$ cat config.mk
export PLATFORM = sky130hd
export DESIGN_NAME = ebct_top
export DESIGN_NICKNAME = d
export VERILOG_FILES = /design/src/hdl/ebct_pkg.sv /design/src/hdl/ebct_tick_if.sv /design/src/hdl/ebct_clk_sel.sv /design/src/hdl/ebct_out_ctl.sv /design/src/hdl/ebct_top.sv
export SDC_FILE = /design/constraint.sdc
export NUM_CORES = 1
export LEC_CHECK = 0
export ABC_AREA = 1
export BUFFER_PORTS_ARGS = -buffer_cell sky130_fd_sc_hd__buf_4
export CORE_AREA = 10 10 85 116
export DETAILED_ROUTE_END_ITERATION = 8
export DIE_AREA = 0 0 95 126
export PLACE_DENSITY = 0.78
export SLEW_MARGIN = 15
export SYNTH_ARGS = -nofsm -noshare
export SYNTH_HDL_FRONTEND = slang
export SYNTH_SLANG_ARGS = --single-unit
$ cat constraint.sdc
create_clock -name i_clk -period 3.8 [get_ports i_clk]
set_input_delay 0.76 -clock i_clk [delete_from_list [all_inputs] [get_ports i_clk]]
set_output_delay 0.76 -clock i_clk [all_outputs]
set_load 0.05 [all_outputs]
$ cat src/hdl/ebct_pkg.sv
// Constants and encodings for the eight-bit compare timer.
// Assumes an APB slave with 32-bit words, one register per aligned word.
package ebct_pkg;

  // Register indices; byte address is index times four
  localparam logic [15:0] IDX_TIMER_CONTROL_REG  = 16'hfed0;
  localparam logic [15:0] IDX_TIMER_STATUS_OUT   = 16'hfed1;
  localparam logic [15:0] IDX_COMPARE_CONSTANT_A = 16'hfed2;
  localparam logic [15:0] IDX_COMPARE_CONSTANT_B = 16'hfed3;
  localparam logic [15:0] IDX_UP_COUNTER         = 16'hfed4;
  localparam logic [17:0] ADDR_TIMER_CONTROL_REG  = {IDX_TIMER_CONTROL_REG, 2'b00};
  localparam logic [17:0] ADDR_TIMER_STATUS_OUT   = {IDX_TIMER_STATUS_OUT, 2'b00};
  localparam logic [17:0] ADDR_COMPARE_CONSTANT_A = {IDX_COMPARE_CONSTANT_A, 2'b00};
  localparam logic [17:0] ADDR_COMPARE_CONSTANT_B = {IDX_COMPARE_CONSTANT_B, 2'b00};
  localparam logic [17:0] ADDR_UP_COUNTER         = {IDX_UP_COUNTER, 2'b00};
  localparam int          ADDR_W = 18;

  // Reset values
  localparam logic [7:0] RST_CONTROL  = 8'h00;
  localparam logic [7:0] RST_STATUS   = 8'h10;
  localparam logic [7:0] RST_CONSTANT = 8'hff;
  localparam logic [7:0] RST_COUNTER  = 8'h00;
  localparam logic [7:0] CNT_MAX      = 8'hff;

  // Status/output-select fields
  localparam int BIT_COMPARE_B_FLAG = 7;
  localparam int BIT_COMPARE_A_FLAG = 6;
  localparam int BIT_WRAP_FLAG      = 5;
  localparam int BIT_RESERVED       = 4;
  localparam int OUT_SEL_B_LSB      = 2;
  localparam int OUT_SEL_A_LSB      = 0;

  // Control fields
  localparam int BIT_COMPARE_B_IRQ_ENABLE = 7;
  localparam int BIT_COMPARE_A_IRQ_ENABLE = 6;
  localparam int BIT_WRAP_IRQ_ENABLE      = 5;
  localparam int CLEAR_SELECT_LSB         = 3;
  localparam int CLOCK_SELECT_LSB         = 0;

  // Output actions on a compare match
  typedef enum logic [1:0] {
    EBCT_OUT_KEEP   = 2'b00,
    EBCT_OUT_LOW    = 2'b01,
    EBCT_OUT_HIGH   = 2'b10,
    EBCT_OUT_TOGGLE = 2'b11
  } ebct_out_act_t;

  typedef enum logic [1:0] {
    EBCT_CLR_NONE  = 2'b00,
    EBCT_CLR_CMP_A = 2'b01,
    EBCT_CLR_CMP_B = 2'b10,
    EBCT_CLR_EXT   = 2'b11
  } ebct_clr_sel_t;

  typedef enum logic [2:0] {
    EBCT_CK_STOP0  = 3'b000,
    EBCT_CK_DIV8   = 3'b001,
    EBCT_CK_DIV64  = 3'b010,
    EBCT_CK_DIV1K  = 3'b011,
    EBCT_CK_STOP1  = 3'b100,
    EBCT_CK_RISE   = 3'b101,
    EBCT_CK_FALL   = 3'b110,
    EBCT_CK_BOTH   = 3'b111
  } ebct_clk_sel_t;

  // Prescaler tap positions: divide by 8, 64 and 1024
  localparam int PRE_W      = 10;
  localparam int TAP_DIV8   = 2;
  localparam int TAP_DIV64  = 5;
  localparam int TAP_DIV1K  = 9;

  // External count clock least pulse width, in tenths of a system period
  localparam int EXT_PULSE_SINGLE_TENTHS = 15;
  localparam int EXT_PULSE_BOTH_TENTHS   = 25;
  localparam int EXT_PULSE_SINGLE_CYC = (EXT_PULSE_SINGLE_TENTHS + 9) / 10;
  localparam int EXT_PULSE_BOTH_CYC   = (EXT_PULSE_BOTH_TENTHS + 9) / 10;

endpackage

$ cat src/hdl/ebct_tick_if.sv
// Interface carrying the count tick from the clock selector to the core.
// Assumes both ends run on the same system clock.
`timescale 1ns/1ns
interface ebct_tick_if;
  logic       tick;
  logic [2:0] clk_sel;
  modport src (output tick, input  clk_sel);
  modport dst (input  tick, output clk_sel);
endinterface

$ cat src/hdl/ebct_clk_sel.sv
// Count clock selector: prescaler taps and external clock edge detection.
// Assumes the external count clock is synchronous to i_clk.
`timescale 1ns/1ns
module ebct_clk_sel
  import ebct_pkg::*;
(
  // System
  input  wire logic   i_clk,
  input  wire logic   i_nrst,
  input  wire logic   i_standby,
  // External count clock
  input  wire logic   i_ext_clk,
  // Tick to core
  ebct_tick_if.src    tk
);

  logic [PRE_W-1:0] prescale;
  logic [PRE_W-1:0] next_prescale;
  logic             ext_prev;
  logic             rise;
  logic             fall;

  assign next_prescale = prescale + 10'h001;
  assign rise = i_ext_clk & ~ext_prev;
  assign fall = ~i_ext_clk & ext_prev;

  always_ff @(posedge i_clk or negedge i_nrst) begin
    if (!i_nrst) begin
      prescale <= '0;
    end else if (i_standby) begin
      prescale <= '0;
    end else begin
      prescale <= next_prescale;
    end
  end

  always_ff @(posedge i_clk or negedge i_nrst) begin
    if (!i_nrst) begin
      ext_prev <= 1'b0;
    end else begin
      ext_prev <= i_ext_clk;
    end
  end

  // Internal ticks fire on the falling edge of the divided clock
  function automatic logic tap_fall(input int tap);
    tap_fall = prescale[tap] & ~next_prescale[tap];
  endfunction

  // One tick per period of the selected source; one per edge when both edges are selected
  always_comb begin
    case (tk.clk_sel)
      EBCT_CK_DIV8:  tk.tick = tap_fall(TAP_DIV8);   // RL13
      EBCT_CK_DIV64: tk.tick = tap_fall(TAP_DIV64);  // RL13
      EBCT_CK_DIV1K: tk.tick = tap_fall(TAP_DIV1K);  // RL13
      EBCT_CK_RISE:  tk.tick = rise;                 // RL14
      EBCT_CK_FALL:  tk.tick = fall;                 // RL14
      EBCT_CK_BOTH:  tk.tick = rise | fall;          // RL14
      default:       tk.tick = 1'b0;                 // RL23
    endcase
  end

endmodule

$ cat src/hdl/ebct_out_ctl.sv
// Timer output pin logic: applies compare A and B actions with priority.
// Assumes compare pulses are one cycle wide and on the system clock.
`timescale 1ns/1ns
module ebct_out_ctl
  import ebct_pkg::*;
(
  // System
  input  wire logic       i_clk,
  input  wire logic       i_nrst,
  input  wire logic       i_standby,
  // Compare events and selects
  input  wire logic       i_match_a,
  input  wire logic       i_match_b,
  input  wire logic [3:0] i_out_sel,
  // Pin
  output logic            o_level,
  output logic            o_oe
);

  ebct_out_act_t act_a;
  ebct_out_act_t act_b;
  ebct_out_act_t act;

  // Higher code means higher priority: toggle, 1, 0, keep
  function automatic ebct_out_act_t pick(input ebct_out_act_t x,
                                         input ebct_out_act_t y);
    pick = (x > y) ? x : y;
  endfunction

  always_comb begin
    act_a = i_match_a ? ebct_out_act_t'(i_out_sel[OUT_SEL_A_LSB +: 2])
                      : EBCT_OUT_KEEP;                        // RL10
    act_b = i_match_b ? ebct_out_act_t'(i_out_sel[OUT_SEL_B_LSB +: 2])
                      : EBCT_OUT_KEEP;                        // RL9
    act   = pick(act_a, act_b);                               // RL24
  end

  always_ff @(posedge i_clk or negedge i_nrst) begin
    if (!i_nrst) begin
      o_level <= 1'b0;                                        // RL12
    end else if (i_standby) begin
      o_level <= 1'b0;
    end else begin
      case (act)
        EBCT_OUT_LOW:    o_level <= 1'b0;
        EBCT_OUT_HIGH:   o_level <= 1'b1;
        EBCT_OUT_TOGGLE: o_level <= ~o_level;
        default:         o_level <= o_level;
      endcase
    end
  end

  assign o_oe = |i_out_sel;                                   // RL11

endmodule

$ cat src/hdl/ebct_top.sv
// Eight-bit compare timer: APB registers, up counter, compares, flags,
// clearing and interrupt/transfer-engine request lines.
// Assumes an APB master on i_clk and inputs synchronous to i_clk.
//
// Contract
// RL1 - Counter equal to constant B sets flag B, bit 7.
// RL2 - Counter equal to constant A sets flag A, bit 6.
// RL3 - Counter wrap from 0xff to 0x00 sets wrap flag.
// RL4 - Writing 0 to bits 7..5 clears flags; 1 does nothing.
// RL5 - A zero write clears a flag only after it read as 1.
// RL6 - Transfer engine service of A or B clears that flag.
// RL7 - Status bit 4 ignores writes, reads 1.
// RL8 - Status register is 0x10 after reset and in standby.
// RL9 - Bits 3..2 choose the compare B output action.
// RL10 - Bits 1..0 choose the compare A output action.
// RL11 - Output-select all zero: output not driven to pin.
// RL12 - Output is 0 from reset to first compare match.
// RL13 - Counter steps once per period of selected source.
// RL14 - External clock counts on rise, fall or both edges.
// RL15 - External pulses last 1.5 periods, 2.5 for both edges.
// RL16 - Match fires in the last cycle before the counter moves.
// RL17 - Clear select A or B clears counter on that match.
// RL18 - Clear select 11: external reset rising edge clears counter.
// RL19 - Three requests, each high while flag and enable are 1.
// RL20 - Priority: compare A, compare B, then wrap.
// RL21 - Compare requests go to transfer engine; wrap to CPU only.
// RL22 - Clear select: 00 never, 01 A, 10 B, 11 external reset.
// RL23 - Clock select: stop, /8, /64, /1024, stop, rise, fall, both.
// RL24 - Conflicting simultaneous actions: toggle, 1, 0, no change.
// RL25 - A flag event beats a simultaneous software clear.
`timescale 1ns/1ns
module ebct_top
  import ebct_pkg::*;
(
  // System
  input  wire logic              i_clk,
  input  wire logic              i_nrst,
  input  wire logic              i_standby,
  // APB slave
  input  wire logic              i_psel,
  input  wire logic              i_penable,
  input  wire logic              i_pwrite,
  input  wire logic [ADDR_W-1:0] i_paddr,
  input  wire logic [31:0]       i_pwdata,
  input  wire logic [3:0]        i_pstrb,
  output logic      [31:0]       o_prdata,
  output logic                   o_pready,
  output logic                   o_pslverr,
  // Timer pins
  input  wire logic              i_external_count_clock,
  input  wire logic              i_external_counter_reset,
  output logic                   o_timer_output_pin,
  output logic                   o_timer_output_pin_oe,
  // Interrupt controller
  output logic                   o_compare_a_irq,
  output logic                   o_compare_b_irq,
  output logic                   o_wrap_irq,
  output logic [1:0]             o_irq_top,
  // Transfer engine service
  output logic                   o_compare_a_xfer_req,
  output logic                   o_compare_b_xfer_req,
  input  wire logic              i_compare_a_xfer_ack,
  input  wire logic              i_compare_b_xfer_ack
);

  // Registers
  logic [7:0] timer_control_reg;
  logic [7:0] compare_constant_a;
  logic [7:0] compare_constant_b;
  logic [7:0] up_counter;
  logic       compare_a_flag;
  logic       compare_b_flag;
  logic       wrap_flag;
  logic [3:0] out_sel;
  // Flag-clear arming
  logic       armed_a;
  logic       armed_b;
  logic       armed_w;
  logic       ext_rst_prev;

  ebct_tick_if tk ();

  logic       acc;
  logic       wr;
  logic       rd;
  logic       lane0;
  logic       hit_ctl;
  logic       hit_sts;
  logic       hit_ca;
  logic       hit_cb;
  logic       hit_cnt;
  logic       mapped;
  logic       match_a;
  logic       match_b;
  logic       wrap;
  logic       clr_cnt;
  logic       clr_a;
  logic       clr_b;
  logic       clr_w;
  logic [7:0] sts_rd;
  logic [7:0] rd_byte;
  ebct_clr_sel_t clr_sel;

  function automatic logic hit(input logic [ADDR_W-1:0] a,
                               input logic [ADDR_W-1:0] r);
    hit = (a[ADDR_W-1:2] == r[ADDR_W-1:2]);
  endfunction

  // APB decode: no wait states; unmapped access errors
  assign acc     = i_psel & i_penable;
  assign lane0   = i_pstrb[0];
  assign hit_ctl = hit(i_paddr, ADDR_TIMER_CONTROL_REG);
  assign hit_sts = hit(i_paddr, ADDR_TIMER_STATUS_OUT);
  assign hit_ca  = hit(i_paddr, ADDR_COMPARE_CONSTANT_A);
  assign hit_cb  = hit(i_paddr, ADDR_COMPARE_CONSTANT_B);
  assign hit_cnt = hit(i_paddr, ADDR_UP_COUNTER);
  assign mapped  = hit_ctl | hit_sts | hit_ca | hit_cb | hit_cnt;
  assign wr      = acc & i_pwrite & lane0 & mapped;
  // Arm at the setup edge, where the returned data is captured
  assign rd      = i_psel & ~i_penable & ~i_pwrite & mapped;
  assign o_pready  = 1'b1;
  assign o_pslverr = acc & ~mapped;

  assign tk.clk_sel = timer_control_reg[CLOCK_SELECT_LSB +: 3];
  assign clr_sel    = ebct_clr_sel_t'(timer_control_reg[CLEAR_SELECT_LSB +: 2]);

  // Match fires with the tick in the count's last cycle;
  // a same-cycle constant write inhibits it
  assign match_a = tk.tick & (up_counter == compare_constant_a)
                   & ~(wr & hit_ca);                          // RL16
  assign match_b = tk.tick & (up_counter == compare_constant_b)
                   & ~(wr & hit_cb);                          // RL16
  assign wrap    = tk.tick & (up_counter == CNT_MAX);

  // Counter clear source selection
  always_comb begin
    case (clr_sel)
      EBCT_CLR_CMP_A: clr_cnt = match_a;                      // RL17
      EBCT_CLR_CMP_B: clr_cnt = match_b;                      // RL17
      EBCT_CLR_EXT:   clr_cnt = i_external_counter_reset
                                & ~ext_rst_prev;              // RL18
      default:        clr_cnt = 1'b0;                         // RL22
    endcase
  end

  ebct_clk_sel u_clk_sel (
    .i_clk     (i_clk),
    .i_nrst    (i_nrst),
    .i_standby (i_standby),
    .i_ext_clk (i_external_count_clock),
    .tk        (tk)
  );

  ebct_out_ctl u_out_ctl (
    .i_clk     (i_clk),
    .i_nrst    (i_nrst),
    .i_standby (i_standby),
    .i_match_a (match_a),
    .i_match_b (match_b),
    .i_out_sel (out_sel),
    .o_level   (o_timer_output_pin),
    .o_oe      (o_timer_output_pin_oe)
  );

  always_ff @(posedge i_clk or negedge i_nrst) begin
    if (!i_nrst) begin
      ext_rst_prev <= 1'b0;
    end else begin
      ext_rst_prev <= i_external_counter_reset;
    end
  end

  // Counter: clear beats write, write beats increment
  always_ff @(posedge i_clk or negedge i_nrst) begin
    if (!i_nrst) begin
      up_counter <= RST_COUNTER;
    end else if (i_standby) begin
      up_counter <= RST_COUNTER;
    end else if (clr_cnt) begin
      up_counter <= RST_COUNTER;                              // RL17
    end else if (wr & hit_cnt) begin
      up_counter <= i_pwdata[7:0];
    end else if (tk.tick) begin
      up_counter <= up_counter + 8'h01;                       // RL13
    end
  end

  always_ff @(posedge i_clk or negedge i_nrst) begin
    if (!i_nrst) begin
      timer_control_reg  <= RST_CONTROL;
      compare_constant_a <= RST_CONSTANT;
      compare_constant_b <= RST_CONSTANT;
    end else if (i_standby) begin
      timer_control_reg  <= RST_CONTROL;
      compare_constant_a <= RST_CONSTANT;
      compare_constant_b <= RST_CONSTANT;
    end else if (wr) begin
      if (hit_ctl) begin
        timer_control_reg <= i_pwdata[7:0];
      end
      if (hit_ca) begin
        compare_constant_a <= i_pwdata[7:0];
      end
      if (hit_cb) begin
        compare_constant_b <= i_pwdata[7:0];
      end
    end
  end

  always_ff @(posedge i_clk or negedge i_nrst) begin
    if (!i_nrst) begin
      out_sel <= RST_STATUS[3:0];                             // RL8
    end else if (i_standby) begin
      out_sel <= RST_STATUS[3:0];                             // RL8
    end else if (wr & hit_sts) begin
      out_sel <= i_pwdata[3:0];                               // RL9 RL10
    end
  end

  // Zero write clears only an armed flag
  assign clr_a = wr & hit_sts & ~i_pwdata[BIT_COMPARE_A_FLAG] & armed_a; // RL4
  assign clr_b = wr & hit_sts & ~i_pwdata[BIT_COMPARE_B_FLAG] & armed_b; // RL4
  assign clr_w = wr & hit_sts & ~i_pwdata[BIT_WRAP_FLAG] & armed_w;      // RL4

  // Set wins over any clear so an event is never lost
  always_ff @(posedge i_clk or negedge i_nrst) begin
    if (!i_nrst) begin
      compare_a_flag <= RST_STATUS[BIT_COMPARE_A_FLAG];       // RL8
      compare_b_flag <= RST_STATUS[BIT_COMPARE_B_FLAG];       // RL8
      wrap_flag      <= RST_STATUS[BIT_WRAP_FLAG];            // RL8
    end else if (i_standby) begin
      compare_a_flag <= RST_STATUS[BIT_COMPARE_A_FLAG];       // RL8
      compare_b_flag <= RST_STATUS[BIT_COMPARE_B_FLAG];       // RL8
      wrap_flag      <= RST_STATUS[BIT_WRAP_FLAG];            // RL8
    end else begin
      if (match_a) begin
        compare_a_flag <= 1'b1;                               // RL2 RL25
      end else if (clr_a | i_compare_a_xfer_ack) begin
        compare_a_flag <= 1'b0;                               // RL5 RL6
      end
      if (match_b) begin
        compare_b_flag <= 1'b1;                               // RL1 RL25
      end else if (clr_b | i_compare_b_xfer_ack) begin
        compare_b_flag <= 1'b0;                               // RL5 RL6
      end
      if (wrap) begin
        wrap_flag <= 1'b1;                                    // RL3 RL25
      end else if (clr_w) begin
        wrap_flag <= 1'b0;                                    // RL5
      end
    end
  end

  // Arm on a status read that sees the flag set; disarm once it is clear
  always_ff @(posedge i_clk or negedge i_nrst) begin
    if (!i_nrst) begin
      armed_a <= 1'b0;
      armed_b <= 1'b0;
      armed_w <= 1'b0;
    end else begin
      if (!compare_a_flag || i_standby) begin
        armed_a <= 1'b0;
      end else if (rd & hit_sts) begin
        armed_a <= 1'b1;                                      // RL5
      end
      if (!compare_b_flag || i_standby) begin
        armed_b <= 1'b0;
      end else if (rd & hit_sts) begin
        armed_b <= 1'b1;                                      // RL5
      end
      if (!wrap_flag || i_standby) begin
        armed_w <= 1'b0;
      end else if (rd & hit_sts) begin
        armed_w <= 1'b1;                                      // RL5
      end
    end
  end

  assign sts_rd = {compare_b_flag, compare_a_flag, wrap_flag,
                   1'b1, out_sel};                            // RL7

  always_comb begin
    rd_byte = 8'h00;
    if (hit_ctl) begin
      rd_byte = timer_control_reg;
    end else if (hit_sts) begin
      rd_byte = sts_rd;
    end else if (hit_ca) begin
      rd_byte = compare_constant_a;
    end else if (hit_cb) begin
      rd_byte = compare_constant_b;
    end else if (hit_cnt) begin
      rd_byte = up_counter;
    end
  end

  // Read data registered at setup, valid in access
  always_ff @(posedge i_clk or negedge i_nrst) begin
    if (!i_nrst) begin
      o_prdata <= 32'h0000_0000;
    end else if (i_psel & ~i_penable & ~i_pwrite) begin
      o_prdata <= {24'h00_0000, rd_byte};
    end
  end

  // Request levels follow flag and enable
  assign o_compare_a_irq = compare_a_flag
                           & timer_control_reg[BIT_COMPARE_A_IRQ_ENABLE]; // RL19
  assign o_compare_b_irq = compare_b_flag
                           & timer_control_reg[BIT_COMPARE_B_IRQ_ENABLE]; // RL19
  assign o_wrap_irq      = wrap_flag
                           & timer_control_reg[BIT_WRAP_IRQ_ENABLE];      // RL19

  // Only compare requests reach the transfer engine
  assign o_compare_a_xfer_req = o_compare_a_irq;              // RL21
  assign o_compare_b_xfer_req = o_compare_b_irq;              // RL21

  // Highest pending request: 1 = A, 2 = B, 3 = wrap, 0 = none
  always_comb begin
    if (o_compare_a_irq) begin
      o_irq_top = 2'b01;                                      // RL20
    end else if (o_compare_b_irq) begin
      o_irq_top = 2'b10;                                      // RL20
    end else if (o_wrap_irq) begin
      o_irq_top = 2'b11;                                      // RL20
    end else begin
      o_irq_top = 2'b00;
    end
  end

endmodule

# [Yosys cells after proc, flatten, opt, wreduce, memory -nomap -nowiden]
# Cells that the tools add are included.
[totals] out_inout_bits=43 register_bits=63 in_bits=64 wordCells=161
[op_classes] reduce_logical=23 n_lt_le_gt_ge=1 bitwise=55 addsub=2 eq_ne=20 muxes=44
[ops] operator="8-bit two-way mux" n=18
[ops] operator="16-bit equality test (second input constant)" n=5
[ops] operator="1-bit AND" n=33
[ops] operator="8-bit equality test" n=2
[ops] operator="2-bit nonzero test" n=8
[ops] operator="1-bit inverter" n=15
[ops] operator="1-bit two-way mux" n=14
[ops] operator="2-bit two-way mux" n=6
[ops] operator="10-bit by 1-bit adder with 10-bit output (second input constant)" n=1
[ops] operator="10-bit two-way mux" n=1
[ops] operator="3-bit equality test (second input constant)" n=3
[ops] operator="3-bit nonzero test" n=3
[ops] operator="8-bit by 1-bit adder with 8-bit output (second input constant)" n=1
[ops] operator="2-bit equality test (second input constant)" n=4
[ops] operator="8-bit equality test (second input constant)" n=1
[ops] operator="4-bit two-way mux" n=2
[ops] operator="4-bit nonzero test" n=2
[ops] operator="1-bit bitwise OR" n=7
[ops] operator="3-bit by 2-bit equality test with 1-bit output (second input constant)" n=2
[ops] operator="1-bit case mux with 3 select lines" n=2
[ops] operator="1-bit case mux with 6 select lines" n=1
[ops] operator="2-bit AND reduction" n=3
[ops] operator="2-bit by 1-bit equality test with 1-bit output (second input constant)" n=2
[ops] operator="4-bit OR reduction" n=1
[ops] operator="4 further kinds" n=8

# [Logic depth before layout (Yosys ltp)]
[logic_depth] ltp_word=15 ltp_mapped=24 depth_no_buf=24

# [Cells and area by module]
# Synthesis repeated with hierarchy kept, for this count alone.
[unflattened] hier_cells=586 hier_area_um2=4239.1
[by_module_without_submodules] mod="ebct_top" cells_per_inst=466 n_inst=1 area_per_inst_um2=3397.0
[by_module_without_submodules] mod="ebct_clk_sel" cells_per_inst=81 n_inst=1 area_per_inst_um2=619.3
[by_module_without_submodules] mod="ebct_out_ctl" cells_per_inst=39 n_inst=1 area_per_inst_um2=222.7

# [Worst setup path after synthesis]
# OpenSTA, ideal clock, no wires.
[synth_path] path_kind="register to register" startpoint="register u_clk_sel.prescale[2]" endpoint="register u_out_ctl.o_level" stages_incl_launch_ff=23 arrival_time_ps=2630 setup_slack_ps=1057 synth_period_minus_slack_ps=2743 required_ps=3687 path_buffers=0 cell_sequence="dfrtp_1 > nand3_1 > nor3_1 > nand3_1 > nor2_1 > ha_1 > inv_1 > nand2_1 > nand3_1 > nand2_1 > nand2_1 > nand2_1 > inv_1 > nor3_1 > nand2_1 > nor2_1 > ha_1 > a22oi_1 > inv_1 > nand2_1 > nand3_1 > nand2_1 > inv_1"
[synth_via] elab_chain_cells=12 elab_cells_between_ends=22 cone_classes="add/sub (1); order compare (1); eq/ne (3); mux (6); bitwise (10); reduce/logical (1)"
[synth_rtl] item="from (decl)" line_no="ebct_clk_sel.sv:17" rtl="logic [PRE_W-1:0] prescale;"
[synth_rtl] item="from (signal assigned)" line_no="ebct_clk_sel.sv:33" rtl="prescale <= next_prescale;"
[synth_rtl] item="10-bit by 1-bit adder with 10-bit output" line_no="ebct_clk_sel.sv:23" rtl="assign next_prescale = prescale + 10'h001;"
[synth_rtl] item="1-bit inverter" line_no="ebct_clk_sel.sv:47" rtl="tap_fall = prescale[tap] & ~next_prescale[tap];"
[synth_rtl] item="1-bit AND" line_no="ebct_clk_sel.sv:47"
[synth_rtl] item="1-bit case mux with 6 select lines *" line_no="ebct_clk_sel.sv:52" rtl="case (tk.clk_sel)"
[synth_rtl] item="1-bit AND, on equally long branches" line_no="ebct_top.sv:129, ebct_top.sv:131"
[synth_rtl] item="1-bit AND, on equally long branches" line_no="ebct_top.sv:130, ebct_top.sv:132"
[synth_rtl] item="2-bit two-way mux, on equally long branches" line_no="ebct_out_ctl.sv:31, ebct_out_ctl.sv:33"
[synth_rtl] item="2-bit greater-than comparator" line_no="ebct_out_ctl.sv:27" rtl="pick = (x > y) ? x : y;"
[synth_rtl] item="2-bit two-way mux *" line_no="ebct_out_ctl.sv:27"
[synth_rtl] item="2-bit equality test or 2-bit by 1-bit equality test with 1-bit output (tied branches)" line_no="ebct_out_ctl.sv:44" rtl="case (act)"
[synth_rtl] item="1-bit case mux with 3 select lines" line_no="ebct_out_ctl.sv:44"
[synth_rtl] item="1-bit two-way mux" line_no="ebct_out_ctl.sv:41" rtl="end else if (i_standby) begin"
[synth_rtl] item="to (signal assigned)" line_no="ebct_out_ctl.sv:47" rtl="EBCT_OUT_TOGGLE: o_level <= ~o_level;"
[synth_rtl] item="to (signal assigned)" line_no="ebct_out_ctl.sv:48" rtl="default: o_level <= o_level;"
[synth_rtl] item="to (decl)" line_no="ebct_out_ctl.sv:16" rtl="output logic o_level,"
# Mark *: on every way between the ends. The rest lies on a longest branch, timed or not.
# A chain may end at the register's enable or synchronous reset.

# [Worst setup path in the final report]
# Same ends and word-level chain as after synthesis.

==> impl_metrics.tcl <==
set metrics [dict create \
    gp_congestion 0.977 \
    vias 3497 \
    path_common_cell "nand2_1" \
    diodes 0 \
    end_kind "flip-flop" \
    finalCritPeriodShare_pct 89.5 \
    reg2reg_setup_slack_ps 400 \
    cp.required_ps 4060 \
    root_buffer "clkbuf_8" \
    dieWidth_um 95 \
    tns_ps 0 \
    drive_gt1_share_pct 20.1 \
    vias_per_cell 5.14 \
    grt_max_degree 64 \
    grt_pass1_vias 3465 \
    ir_drop_mv 0.286 \
    crit_type "reg2reg" \
    wl_per_cell_um 15.4 \
    portBuffers 52 \
    ioPinCount 107 \
    dr.first_iter.drc_count 278 \
    ys_types 37 \
    fillers 761 \
    grt.overflow.total 0 \
    hold_path_depth 1 \
    synthCells 524 \
    clockBufferDepth 2 \
    antenna_left 0 \
    postCtsHoldBufs 0 \
    cts_buffers 9 \
    rows 38 \
    clock_latency_ps 360 \
    slew_viol_final 0 \
    synth_edf_count 0 \
    path_cells "nand3_1, nor3_1, nand3_1, nor2_1, ha_1, inv_1, nand2_1, nand3_1, nand2_1, nand2_1, nand2_1, inv_1, nor3_1, nand2_1, nor2_1, ha_1, a22oi_1, inv_1, nand2_1, nand3_1, nand2_1, inv_1" \
    r2r_cells 22 \
    cts_tree "yes" \
    critPathTopFamily "simple AND/OR/NAND/NOR gates" \
    totalWireLength_um 10500 \
    hold_class "reg2reg" \
    status "complete, no violations" \
    tightest_slew_ps 796 \
    syn2layout_area_growth_pct 13.7 \
    ys_warn_count 0 \
    syn-cell-area_um2 3980 \
    finClkSkew_ps 8.45 \
    slowest_stage "nor3_1" \
    cts_setup_buffers 0 \
    synthTopCellsByCount "nand2_1, inv_1, nor2_1, dfrtp_1, a21oi_1" \
    crit_fanout 4 \
    finalSetupViolations 0 \
    slowest_delay_ps 400 \
    antenna_found_initial 0 \
    yosysTopAreaCell "dfrtp_1" \
    clk_pin_slew_ps 70 \
    cp_num_cells 22 \
    dr.pass1.iters 7 \
    die_area_um2 12000 \
    nets 650 \
    core_region_area_um2 7700 \
    rsz0062_at_grt "no" \
    regArea_um2 1600 \
    grt_pass1_wl_um 16300 \
    cp_data_arrival_time_ps 3650 \
    yosysMostFrequentCell "nand2_1" \
    postSynth.asyncResetShare_pct 100 \
    die_h_um 126 \
    synth_top_cell_area_share_pct 29.6 \
    dp_cells 665 \
    grt_usage_pct 17.4 \
    initial_utilization_pct 51.6 \
    synth-seq-area-share_pct 40.1 \
    finalNonFillerCells 681 \
    htreeDepth 3 \
    synthFlopType "dfrtp_1" \
    slew_headroom_pct 46.5 \
    critPathLaunchType "flip-flop" \
    hpwl_um 8280 \
    p_per_area_nw_per_um2 359 \
    min_period_ps 3400 \
    fmax_mhz 294 \
    cp_num_buf_inv 4 \
    cts_num_sinks 63 \
    multi_input_area_um2 1920 \
    largest_reg_flops 10 \
    drcViolationCount 0 \
    ctsResizeCount 0 \
    synth_seq_cells 63 \
    top_register "u_clk_sel.prescale" \
    synthTopCellsByArea "dfrtp_1, dfstp_2, nand2_1, inv_1, nor2_1" \
    power_leakage_uw 0.00221 \
    drv_cap 0 \
    hold_viol_final 0 \
    avgSynthCellArea_um2 7.59 \
]
==> power breakdown <==
part	internal [uW]	switching [uW]	leakage [uW]
Sequential	723	42.9	0.000794
Clock	290	268	0.0000946
Combinational	92.7	208	0.00132
==> placed cells by master, fill, tap and decap left out, types with 10 or more instances in the layout <==
cell type	synthesis	layout
dfrtp_1	47	47
ha_1	10	10
dfstp_2	16	16
inv_1	71	71
clkbuf_8	0	12
buf_4	27	55
o21ai_0	35	35
nand4_1	11	11
nor2_1	63	63
a21oi_1	40	40
conb_1	2	25
nand2_1	101	101
nand3_1	20	20
==> path summary, 6_finish.rpt <==
| kind | start | end |
|---|---|---|
| max in group asynchronous | i_nrst | o_prdata[4]$_DFFE_PN0P_ |
| min | u_clk_sel.prescale[0]$_DFF_PN0_ | u_clk_sel.prescale[0]$_DFF_PN0_ |
| min in group asynchronous | i_nrst | up_counter[1]$_DFFE_PN0P_ |
| max reg2reg | u_clk_sel.prescale[2]$_DFF_PN0_ | u_out_ctl.o_level$_DFFE_PN0P_ |
| min reg2reg | u_clk_sel.prescale[0]$_DFF_PN0_ | u_clk_sel.prescale[0]$_DFF_PN0_ |
| max | u_clk_sel.prescale[2]$_DFF_PN0_ | u_out_ctl.o_level$_DFFE_PN0P_ |
==> metal layers <==
metal | global-route usage (%) | share of wire, % | wire length [um]
met2 | 29.8 | 49 | 5100
met1 | 17.5 | 38 | 3980
met4 | 11.0 | 5.0 | 519
met3 | 5.47 | 8.3 | 869
met5 | 0 | 0 | 0
==> through the flow <==
stage	total power, uW	setup slack, ps	instance area, um^2	hold WS (ps)	util [%]
floorplan	1000	1060	4060	424	-
global placement	1070	503	4330	447	56.2
detailed placement	1080	419	4330	452	56.2
CTS	1640	405	4520	464	58.7
global route	1700	53.0	4520	493	58.7
finish	1620	401	4520	461	58.7
==> logic make-up after synthesis <==
kind of cell    after synthesis  share of synthesized area, %
other cells                   2                         0.189
simple gates                228                          26.5
buf+inv                     110                          13.8
xor+xnor                     12                          2.64
flops                        63                          40.1
fa+ha+maj                    10                          3.15
compound gates               99                          13.7
==> cell type report <==
type,instances,share of cell area [%]
clock buffer,12,3.65
multi-input combinational,374,42.4
sequential,63,35.3
clock inverter,4,0.636
timing repair buffer,55,9.13
tap,100,2.77
inverter,73,6.06
No activity file was read; power rests on OpenSTA's default activity.
